### config.mk
export PLATFORM = sky130hd
export DESIGN_NAME = phy_autoneg_nextpage_regs
export DESIGN_NICKNAME = d
export VERILOG_FILES = /design/src/rtl/phy_nextpage_pkg.sv /design/src/rtl/latch_high_bit.sv /design/src/rtl/phy_autoneg_nextpage_regs.sv
export VERILOG_INCLUDE_DIRS = /design/src /design/src/rtl
export SDC_FILE = /design/constraint.sdc
export NUM_CORES = 1
export LEC_CHECK = 0
export ABC_CLOCK_PERIOD_IN_PS = 1930
export BUFFER_PORTS_ARGS = -buffer_cell sky130_fd_sc_hd__buf_2
export CORE_ASPECT_RATIO = 0.75
export CORE_MARGIN = 3
export CORE_UTILIZATION = 45
export CTS_BUF_LIST = sky130_fd_sc_hd__clkbuf_4
export DETAILED_ROUTE_END_ITERATION = 8
export PLACE_DENSITY = 0.74
export SYNTH_ARGS = -nofsm -noshare
export SYNTH_HDL_FRONTEND = slang
export SYNTH_SLANG_ARGS = --single-unit
### constraint.sdc
create_clock -name core_clk -period 1.93 [get_ports core_clk]
set_input_delay 0.193 -clock core_clk [delete_from_list [all_inputs] [get_ports core_clk]]
set_output_delay 0.193 -clock core_clk [all_outputs]
set_load 0.01 [all_outputs]
### src/rtl/phy_nextpage_params.svh
// Offsets, field positions, reset values and widths for the next-page register bank
`ifndef PHY_NEXTPAGE_PARAMS_SVH
`define PHY_NEXTPAGE_PARAMS_SVH

`define ADDR_EXPANSION        5'h06
`define ADDR_LOCAL_NEXT_PAGE  5'h07
`define ADDR_PARTNER_NP       5'h08
`define ADDR_DIGITAL_SPARE    5'h10
`define ADDR_ANALOG_FE_CTRL_ONE 5'h11
`define ADDR_RX_SYMERR_COUNT  5'h15

`define EXP_NP_ABLE_BIT       2
`define EXP_PAGE_RCVD_BIT     1
`define EXP_LP_AN_ABLE_BIT    0

`define NP_MSG_PAGE_BIT       13
`define NP_ACK2_BIT           12
`define NP_TOGGLE_BIT         11
`define NP_NEXT_PAGE_BIT      15
`define NP_ACK_BIT            14

`define PLL_OFF_BIT           4
`define SLOW_OSC_BIT          5

`define LOCAL_MSG_PAGE_RST    1'h1
`define LOCAL_ACK2_RST        1'h0
`define LOCAL_MSG_CODE_RST    11'h001
`define DIGITAL_SPARE_RST     16'h0000
`define ANALOG_FE_CTRL_ONE_RST 16'h0000
`define SYMERR_COUNT_RST      16'h0000

`define MSG_CODE_W            11
`define REG_W                 16

`endif

### src/rtl/phy_nextpage_pkg.sv
// Types shared by the next-page register bank
package phy_nextpage_pkg;
  typedef logic [15:0] reg_word_t;
  typedef logic [4:0]  reg_addr_t;
endpackage

### src/rtl/latch_high_bit.sv
// Latching-high status bit that clears on read unless its cause persists
`timescale 1ns/1ps
`include "phy_nextpage_params.svh"
module latch_high_bit (
  input  wire logic core_clk,
  input  wire logic rst_b,
  input  wire logic set_evt,
  input  wire logic read_clr,
  output logic      flag
);
  logic flag_q;
  logic flag_d;

  always_comb begin
    flag_d = flag_q;
    if (read_clr) begin
      flag_d = 1'h0;
    end
    if (set_evt) begin
      flag_d = 1'h1;
    end
  end

  always_ff @(posedge core_clk) begin
    if (!rst_b) begin
      flag_q <= 1'h0;
    end else begin
      flag_q <= flag_d;
    end
  end

  assign flag = flag_q;
endmodule

### src/rtl/phy_autoneg_nextpage_regs.sv
// Auto-negotiation next-page, power control and symbol-error counter registers
//
// Function
// - Expansion bit 2 reports local next-page capability, read-only, reading one.
// - Expansion bit 1 latches high when a new page arrives from the partner.
// - Expansion bit 0 shows partner auto-negotiation ability, read-only, reset zero.
// - Local next page holds writable message-page (reset one) and ack2 (reset zero) bits.
// - Local next page toggle bit is read-only, tracks the last sent word, reset zero.
// - Local next page holds a writable 11-bit message code reset to 001h.
// - Partner page next-page, ack and 11-bit message are captured read-only, reset zero.
// - Partner page-type and ack2 bits are exposed read-only, reset zero.
// - Partner toggle bit is reported read-only.
// - A writable bit lets the PLL stop during energy-detect power-down; clear keeps it on.
// - Slow-oscillator mode also forces analog front-end power-down.
// - A 16-bit counter counts symbol-error frames and clears when read.
`timescale 1ns/1ps
`include "phy_nextpage_params.svh"
module phy_autoneg_nextpage_regs #(
  parameter int CNT_W = `REG_W
) (
  input  wire logic                        core_clk,
  input  wire logic                        rst_b,
  // Management register port
  input  wire phy_nextpage_pkg::reg_addr_t reg_addr,
  input  wire logic                        reg_wr,
  input  wire logic                        reg_rd,
  input  wire phy_nextpage_pkg::reg_word_t reg_wdata,
  output phy_nextpage_pkg::reg_word_t      reg_rdata,
  // Auto-negotiation engine side
  input  wire logic                        partner_an_able,
  input  wire logic                        page_rcvd_evt,
  input  wire phy_nextpage_pkg::reg_word_t partner_page,
  input  wire logic                        np_word_sent,
  input  wire logic                        np_sent_toggle,
  output logic                             local_msg_page,
  output logic                             local_ack2,
  output logic [`MSG_CODE_W-1:0]           local_msg_code,
  // Power control
  input  wire logic                        energy_detect_power_down,
  output logic                             pll_stop,
  output logic                             crystal_input_pin_disconnect,
  output logic                             slow_osc_select,
  output logic                             analog_frontend_power_down,
  // Receive symbol errors
  input  wire logic                        rx_symbol_error_frame
);
  // ----------------------------------------
  // Register state
  // ----------------------------------------
  logic                        msg_page_q;
  logic                        msg_page_d;
  logic                        ack2_q;
  logic                        ack2_d;
  logic                        toggle_q;
  logic                        toggle_d;
  logic [`MSG_CODE_W-1:0]      msg_code_q;
  logic [`MSG_CODE_W-1:0]      msg_code_d;
  phy_nextpage_pkg::reg_word_t partner_q;
  phy_nextpage_pkg::reg_word_t partner_d;
  phy_nextpage_pkg::reg_word_t dig_q;
  phy_nextpage_pkg::reg_word_t dig_d;
  phy_nextpage_pkg::reg_word_t ana_q;
  phy_nextpage_pkg::reg_word_t ana_d;
  logic [CNT_W-1:0]            cnt_q;
  logic [CNT_W-1:0]            cnt_d;
  logic                        an_able_q;
  logic                        an_able_d;
  phy_nextpage_pkg::reg_word_t rdata_q;
  phy_nextpage_pkg::reg_word_t rdata_d;
  logic                        page_rcvd;

  // ----------------------------------------
  // Address decode
  // ----------------------------------------
  logic                        wr_local;
  logic                        wr_dig;
  logic                        wr_ana;
  logic                        rd_exp;
  logic                        rd_cnt;

  assign wr_local = reg_wr && (reg_addr == `ADDR_LOCAL_NEXT_PAGE);
  assign wr_dig   = reg_wr && (reg_addr == `ADDR_DIGITAL_SPARE);
  assign wr_ana   = reg_wr && (reg_addr == `ADDR_ANALOG_FE_CTRL_ONE);
  assign rd_exp   = reg_rd && (reg_addr == `ADDR_EXPANSION);
  assign rd_cnt   = reg_rd && (reg_addr == `ADDR_RX_SYMERR_COUNT);

  // ----------------------------------------
  // Latching-high page-received flag
  // ----------------------------------------
  latch_high_bit u_page_rcvd (
    .core_clk (core_clk),
    .rst_b    (rst_b),
    .set_evt  (page_rcvd_evt),
    .read_clr (rd_exp),
    .flag     (page_rcvd)
  );

  // ----------------------------------------
  // Next page, partner capture and power control
  // ----------------------------------------
  always_comb begin
    msg_page_d = msg_page_q;
    ack2_d     = ack2_q;
    toggle_d   = toggle_q;
    msg_code_d = msg_code_q;
    partner_d  = partner_q;
    dig_d      = dig_q;
    ana_d      = ana_q;
    an_able_d  = partner_an_able;
    if (wr_local) begin
      msg_page_d = reg_wdata[`NP_MSG_PAGE_BIT];
      ack2_d     = reg_wdata[`NP_ACK2_BIT];
      msg_code_d = reg_wdata[`MSG_CODE_W-1:0];
    end
    if (wr_dig) begin
      dig_d = reg_wdata;
    end
    if (wr_ana) begin
      ana_d = reg_wdata;
    end
    if (np_word_sent) begin
      toggle_d = np_sent_toggle;
    end
    if (page_rcvd_evt) begin
      partner_d = partner_page;
    end
  end

  always_ff @(posedge core_clk) begin
    if (!rst_b) begin
      msg_page_q <= `LOCAL_MSG_PAGE_RST;
      ack2_q     <= `LOCAL_ACK2_RST;
      toggle_q   <= 1'h0;
      msg_code_q <= `LOCAL_MSG_CODE_RST;
      partner_q  <= 16'h0000;
      dig_q      <= `DIGITAL_SPARE_RST;
      ana_q      <= `ANALOG_FE_CTRL_ONE_RST;
      an_able_q  <= 1'h0;
    end else begin
      msg_page_q <= msg_page_d;
      ack2_q     <= ack2_d;
      toggle_q   <= toggle_d;
      msg_code_q <= msg_code_d;
      partner_q  <= partner_d;
      dig_q      <= dig_d;
      ana_q      <= ana_d;
      an_able_q  <= an_able_d;
    end
  end

  // ----------------------------------------
  // Symbol-error frame counter
  // ----------------------------------------
  // Read clears the count; an error in the same cycle still counts; the count saturates
  always_comb begin
    cnt_d = cnt_q;
    if (rd_cnt) begin
      cnt_d = '0;
    end
    if (rx_symbol_error_frame && (cnt_d != {CNT_W{1'h1}})) begin
      cnt_d = cnt_d + CNT_W'(1);
    end
  end

  always_ff @(posedge core_clk) begin
    if (!rst_b) begin
      cnt_q <= CNT_W'(`SYMERR_COUNT_RST);
    end else begin
      cnt_q <= cnt_d;
    end
  end

  // ----------------------------------------
  // Read data mux
  // ----------------------------------------
  always_comb begin
    rdata_d = rdata_q;
    if (reg_rd) begin
      case (reg_addr)
        `ADDR_EXPANSION: begin
          rdata_d = 16'h0000;
          rdata_d[`EXP_NP_ABLE_BIT]    = 1'h1;
          rdata_d[`EXP_PAGE_RCVD_BIT]  = page_rcvd;
          rdata_d[`EXP_LP_AN_ABLE_BIT] = an_able_q;
        end
        `ADDR_LOCAL_NEXT_PAGE: begin
          rdata_d = {2'h0, msg_page_q, ack2_q, toggle_q, msg_code_q};
        end
        `ADDR_PARTNER_NP: begin
          rdata_d = partner_q;
        end
        `ADDR_DIGITAL_SPARE: begin
          rdata_d = dig_q;
        end
        `ADDR_ANALOG_FE_CTRL_ONE: begin
          rdata_d = ana_q;
        end
        `ADDR_RX_SYMERR_COUNT: begin
          rdata_d = cnt_q[`REG_W-1:0];
        end
        default: begin
          rdata_d = 16'h0000;
        end
      endcase
    end
  end

  // Read data holds until the next read
  always_ff @(posedge core_clk) begin
    if (!rst_b) begin
      rdata_q <= 16'h0000;
    end else begin
      rdata_q <= rdata_d;
    end
  end

  // ----------------------------------------
  // Outputs
  // ----------------------------------------
  assign reg_rdata                    = rdata_q;
  assign local_msg_page               = msg_page_q;
  assign local_ack2                   = ack2_q;
  assign local_msg_code               = msg_code_q;
  assign pll_stop                     = dig_q[`PLL_OFF_BIT] & energy_detect_power_down;
  assign slow_osc_select              = ana_q[`SLOW_OSC_BIT];
  assign crystal_input_pin_disconnect = ana_q[`SLOW_OSC_BIT];
  assign analog_frontend_power_down   = ana_q[`SLOW_OSC_BIT];
endmodule

==> After elaboration in Yosys (flattened, before gate mapping) <==
Index checks and enable logic that the tools add are counted.
{ "word_totals": {"latchBits": 0, "memories": 0, "regBits": 96, "word_cells": 32, "romBits": 0, "in_bits": 47, "ram_bits": 0, "out_inout_bits": 33} }
{ "classes": {"reduce_logical": 7, "n_bitwise": 1, "n_addsub": 1, "n_mul": 0, "div_mod_pow": 0, "muxes": 5, "order_cmp": 0, "n_shift": 0, "eq_ne": 7} }
{ "op_table": {"columns": ["operator", "count"], "rows": [
  ["$pmux W16 S6", 1],
  ["$mux W16", 2],
  ["$add A16 B1 Y16 const B", 1],
  ["$ne A16 B16 Y1 const B", 1],
  ["$eq A5 B5 Y1 const B", 3],
  ["$eq A5 B3 Y1 const B", 2],
  ["$logic_and A1 B1 Y1", 6],
  ["$eq A5 B4 Y1 const B", 1],
  ["$mux W1", 2],
  ["$reduce_bool A2 Y1", 1],
  ["$and A1 B1 Y1", 1]
]} }

==> Logic depth before layout (Yosys ltp) <==
{ "depth": {"depth_word": 6, "ltp_mapped": 11, "mapped_depth_nobuf": 8} }

==> Cells and area by module <==
Synthesis repeated with hierarchy kept, for this count alone.
{ "hier_totals": {"hier_cells": 511, "area_unflattened_um2": 4383.0} }
{ "modules_own_cells": {"columns": ["mod", "cells_each", "area_each_um2", "seq_area_each_um2", "instances"], "rows": [
  ["phy_autoneg_nextpage_regs", 508, 4341.7, 1901.8, 1],
  ["latch_high_bit", 3, 41.3, 20.0, 1]
]} }

==> Least setup slack after synthesis <==
OpenSTA, ideal clock, no wires.
{ "synth_path": {"path_kind": "input to register", "start": "in reg_addr[4]", "end": "reg cnt_q[13]", "required_time_ns": 1.859, "path_slack_ns": -0.191, "path_buffers": 2, "setup_time_ns": 0.071, "cell_stages": 10, "arrival_ns": 2.050, "path_cell_list": "buf_4 > and4b_4 > nand2_4 > buf_6 > and2_1 > ha_1 > nand4_1 > o211ai_4 > or4_1 > a21oi_1"} }
{ "synth_via": {"elab_chain_len": 6, "word_cells_on_any_way": 7, "cone_classes": "add/sub (1); eq/ne (2); mux (2); reduce/logical (2)"} }
{ "synth_rtl": {"columns": ["element", "line", "text"], "rows": [
  ["start, declared", "phy_autoneg_nextpage_regs.sv:24", "input wire phy_nextpage_pkg::reg_addr_t reg_addr,"],
  ["$eq A5 B5 Y1 *", null, null],
  ["$logic_and A1 B1 Y1 *", "phy_autoneg_nextpage_regs.sv:85", "assign rd_cnt = reg_rd && (reg_addr == `ADDR_RX_SYMERR_COUNT);"],
  ["$mux W16 *", "phy_autoneg_nextpage_regs.sv:157", "if (rd_cnt) begin"],
  ["branches (longest 2 deep; another with $add A16 B1 Y16)", null, null],
  ["$mux W16 *", "phy_autoneg_nextpage_regs.sv:160", "if (rx_symbol_error_frame && (cnt_d != {CNT_W{1'h1}})) begin"],
  ["end signal, assigned", "phy_autoneg_nextpage_regs.sv:167", "cnt_q <= CNT_W'(`SYMERR_COUNT_RST);"],
  ["end signal, assigned", "phy_autoneg_nextpage_regs.sv:169", "cnt_q <= cnt_d;"],
  ["end, declared", "phy_autoneg_nextpage_regs.sv:64", "logic [CNT_W-1:0] cnt_q;"]
]} }
Mark *: on every way between the ends.
A chain may end at the register's enable or synchronous reset.

==> Worst setup path after layout <==
{ "layout_path": {"start": "reg cnt_q[1]", "end": "reg cnt_q[9]"} }
{ "layout_via": {"elab_chain_len": 4, "word_cells_on_any_way": 5, "cone_classes": "add/sub (1); eq/ne (1); mux (2); reduce/logical (1)"} }
{ "layout_rtl": {"columns": ["element", "line"], "rows": [
  ["$mux W16 *", "phy_autoneg_nextpage_regs.sv:157"],
  ["branches (longest 2 deep; another with $add A16 B1 Y16)", null],
  ["$mux W16 *", "phy_autoneg_nextpage_regs.sv:160"]
]} }
Marked as above.

==> reports/qor.txt <==
top_reg_cell synth = dfxtp_1
share of post-route cells with drive strength above 1 = 23.50%
Critical path buffers and inverters = 2
CP max stage cell = dfxtp_1
fmax = 584.9 MHz
initial antenna violation count = 0
post-synth cell types = 55
hold path cells = 2
first-pass GRT wire length = 20.85 mm
clock tree sinks = 96
syn avg cell area = 8.622 sq um
drt initial violations = 451
Slew Limit Fails = 0
Pre-antenna DRT Iters = 5
Crit Path Category = reg -> reg
reg2reg path depth = 8
cell total after placement = 711
diode count = 0
drt wl/cell = 17.02 microns
CP Capture Type = register
maximum root-to-sink buffer count = 2
post-CTS setup buffers = 0
Final min period = 1.710 ns
grt peak-use layer = met2
hpwl dp = 9.228 mm
run status = completed
number of enable flip-flop cells after synthesis = 0
CP Launch Type = register
ANT nets after route = 0
critical path depth = 8
Synth Instances = 506
Synth Register Bits = 96
Clock Skews = 0.01619 ns
clock root cell = clkbuf_4
Arr. time, crit path = 2.12 ns
largest cells by area after synthesis = dfxtp_1 (44%), nand2_1 (10%), a21oi_1 (7.0%)
final hold violations = 0
PnR Total Power = 3.625 mW
CP max FO = 5
Max VDD drop = 464.8 uV
post-synthesis cell area = 4363 sq um
cts bufs inserted = 9
Ports = 80
cell mode on critical path = buf_4
setup TNS = 0 ns
post-synth top area cell = dfxtp_1
flip-flop and latch area = 1922 sq um
gpl congestion = 0.9444
Max Cap Viol = 0
nets = 677
vias in the first global route = 4152
Final Setup Violations = 0
Relative slew margins = 56.15%
RSZ-0062 raised after global routing = false
PortBufs = 79
Synth-to-Final Area Change = 26.36%
Async SR Flop Fraction = 0%
CTS tree = done
critical path's top delay family = compound AO/OA/AOI/OAI gates
die area = 10930 sq um
Pwr Density = 657.5 nW/um^2
area of the multi-input gates = 2228 sq um
GRT Util Overall = 23.86%
Ys Warns = 0
met1 usage = 31.58%
grt met3 use = 5.791%
most frequent cells in the layout = nand2_1 (119), dfxtp_1 (96), buf_2 (79), a21oi_1 (61)
Vias = 4376
most common cell after layout, fill and taps aside = nand2_1
sequential fraction of the synthesis area = 44.05%
Post-route DRC = 0
Hold Crit Class = in -> reg
cts hold-fix bufs = 35
fin cells = 762
Chip Height = 91.28 microns
Reg clk slew, reported paths = 0.14 ns
Global Route met2 Usage = 39.19%
CP peak stage delay = 0.42 ns
Initial Util = 47.25%
largest net degree at the start of global routing = 41
crit-path cells = and2_4, ha_4, nand4_1, buf_4, o211ai_4, buf_4, o211ai_1, a21oi_1
Pleak = 2.122 nW
num rows = 30
final wirelength = 12.97 mm
Yosys top cell area share = 44.05%
WP data required = 2.34 ns
vias per inst = 5.743
die width = 119.7 microns
total core area = 9234 sq um
CTS HTree Levels = 3
remaining global-route overflow = 0
period utilisation layout = 88.59%
Skew-Pair Late Insertion Delay = 0.47 ns
syn nets = 554
Resized cells post-CTS = 0
Fillers = 832
Tightest Pin Transition = 0.6578 ns
[state kept, by name (all words and copies together) (netlist names)]
name / cells
dig_q: 16
reg_rdata: 16
local_msg_page: 1
ana_q: 16
toggle_q: 1
local_msg_code: 11
cnt_q: 16
u_page_rcvd.flag: 1
an_able_q: 1
partner_q: 16
local_ack2: 1
[where the power goes]
part           internal (mW)  switching [mW]
Sequential              2.02          0.0265
Clock                  0.527           0.684
Combinational          0.176           0.191
Total                   2.72           0.901
[synth_stat cells, drive strengths merged (2+ instances only)]
| cell type | number |
|---|---|
| nand2 | 120 |
| dfxtp | 96 |
| a21oi | 61 |
| buf | 27 |
| a222oi | 25 |
| mux2i | 25 |
| nor2 | 22 |
| nand3 | 19 |
| o21ai | 16 |
| a22oi | 11 |
| clkbuf | 11 |
| and2 | 9 |
| and3 | 8 |
| nand4 | 6 |
| a2111o | 4 |
| nand2b | 4 |
| a211oi | 3 |
| a21o | 3 |
| and4 | 3 |
| inv | 3 |
| or4 | 3 |
| a21boi | 2 |
| and4b | 2 |
| and4bb | 2 |
| nor2b | 2 |
| nor3 | 2 |
| nor3b | 2 |
| o211ai | 2 |
| o31ai | 2 |
[layer usage]
layer  vias up  wire [microns]
li1       2096               -
met1      2066            5667
met5         -               0
met3        14            1014
met2       200            6094
met4         0             194
[path summary, 6_finish.rpt]
kind                                             from                     endpoint  slack, ns
worst max-delay path              cnt_q[1]$_SDFF_PN0_          cnt_q[9]$_SDFF_PN0_       0.22
worst min-delay path                            rst_b  local_msg_page$_SDFFE_PN1P_       0.04
worst max register to register    cnt_q[1]$_SDFF_PN0_          cnt_q[9]$_SDFF_PN0_       0.22
worst min register to register  ana_q[9]$_SDFFE_PN0P_        ana_q[9]$_SDFFE_PN0P_       0.47
[final cells by class]
| type | instances | area share (%) |
|---|---|---|
| Multi-Input combinational cell | 369 | 40.42 |
| Sequential cell | 96 | 34.86 |
| Timing Repair Buffer | 150 | 18.66 |
| Tap cell | 128 | 2.905 |
| Clock inverter | 7 | 1.725 |
| Clock buffer | 9 | 1.226 |
| Inverter | 3 | 0.2043 |
[cells by family (layout without fill, tap and decap cells)]
group,after synthesis,after routing,synth area share [%]
AND/OR/NAND/NOR,210,210,23.43
AO/OA/AOI/OAI,133,133,21.11
buffers and inverters,41,169,5.391
adder cells (fa/ha/maj),1,1,0.2867
multiplexers,25,25,5.736
flip-flops,96,96,44.05
[per-stage QoR]
stage / area, sq um / setup slack, ns / util [%] / hold slack (ns)
2_1_floorplan: 4395 / -0.02258 / - / 0.3172
3_3_place_gp: 5000 / -0.006008 / 54.15 / 0.4019
3_5_place_dp: 5000 / -0.1360 / 54.15 / 0.4029
4_1_cts: 5513 / 0.2253 / 59.70 / 0.02233
5_1_grt: 5513 / 0.07995 / 59.70 / 0.03929
6_report: 5513 / 0.2202 / 59.70 / 0.03798
No activity file was read; power rests on OpenSTA's default activity.
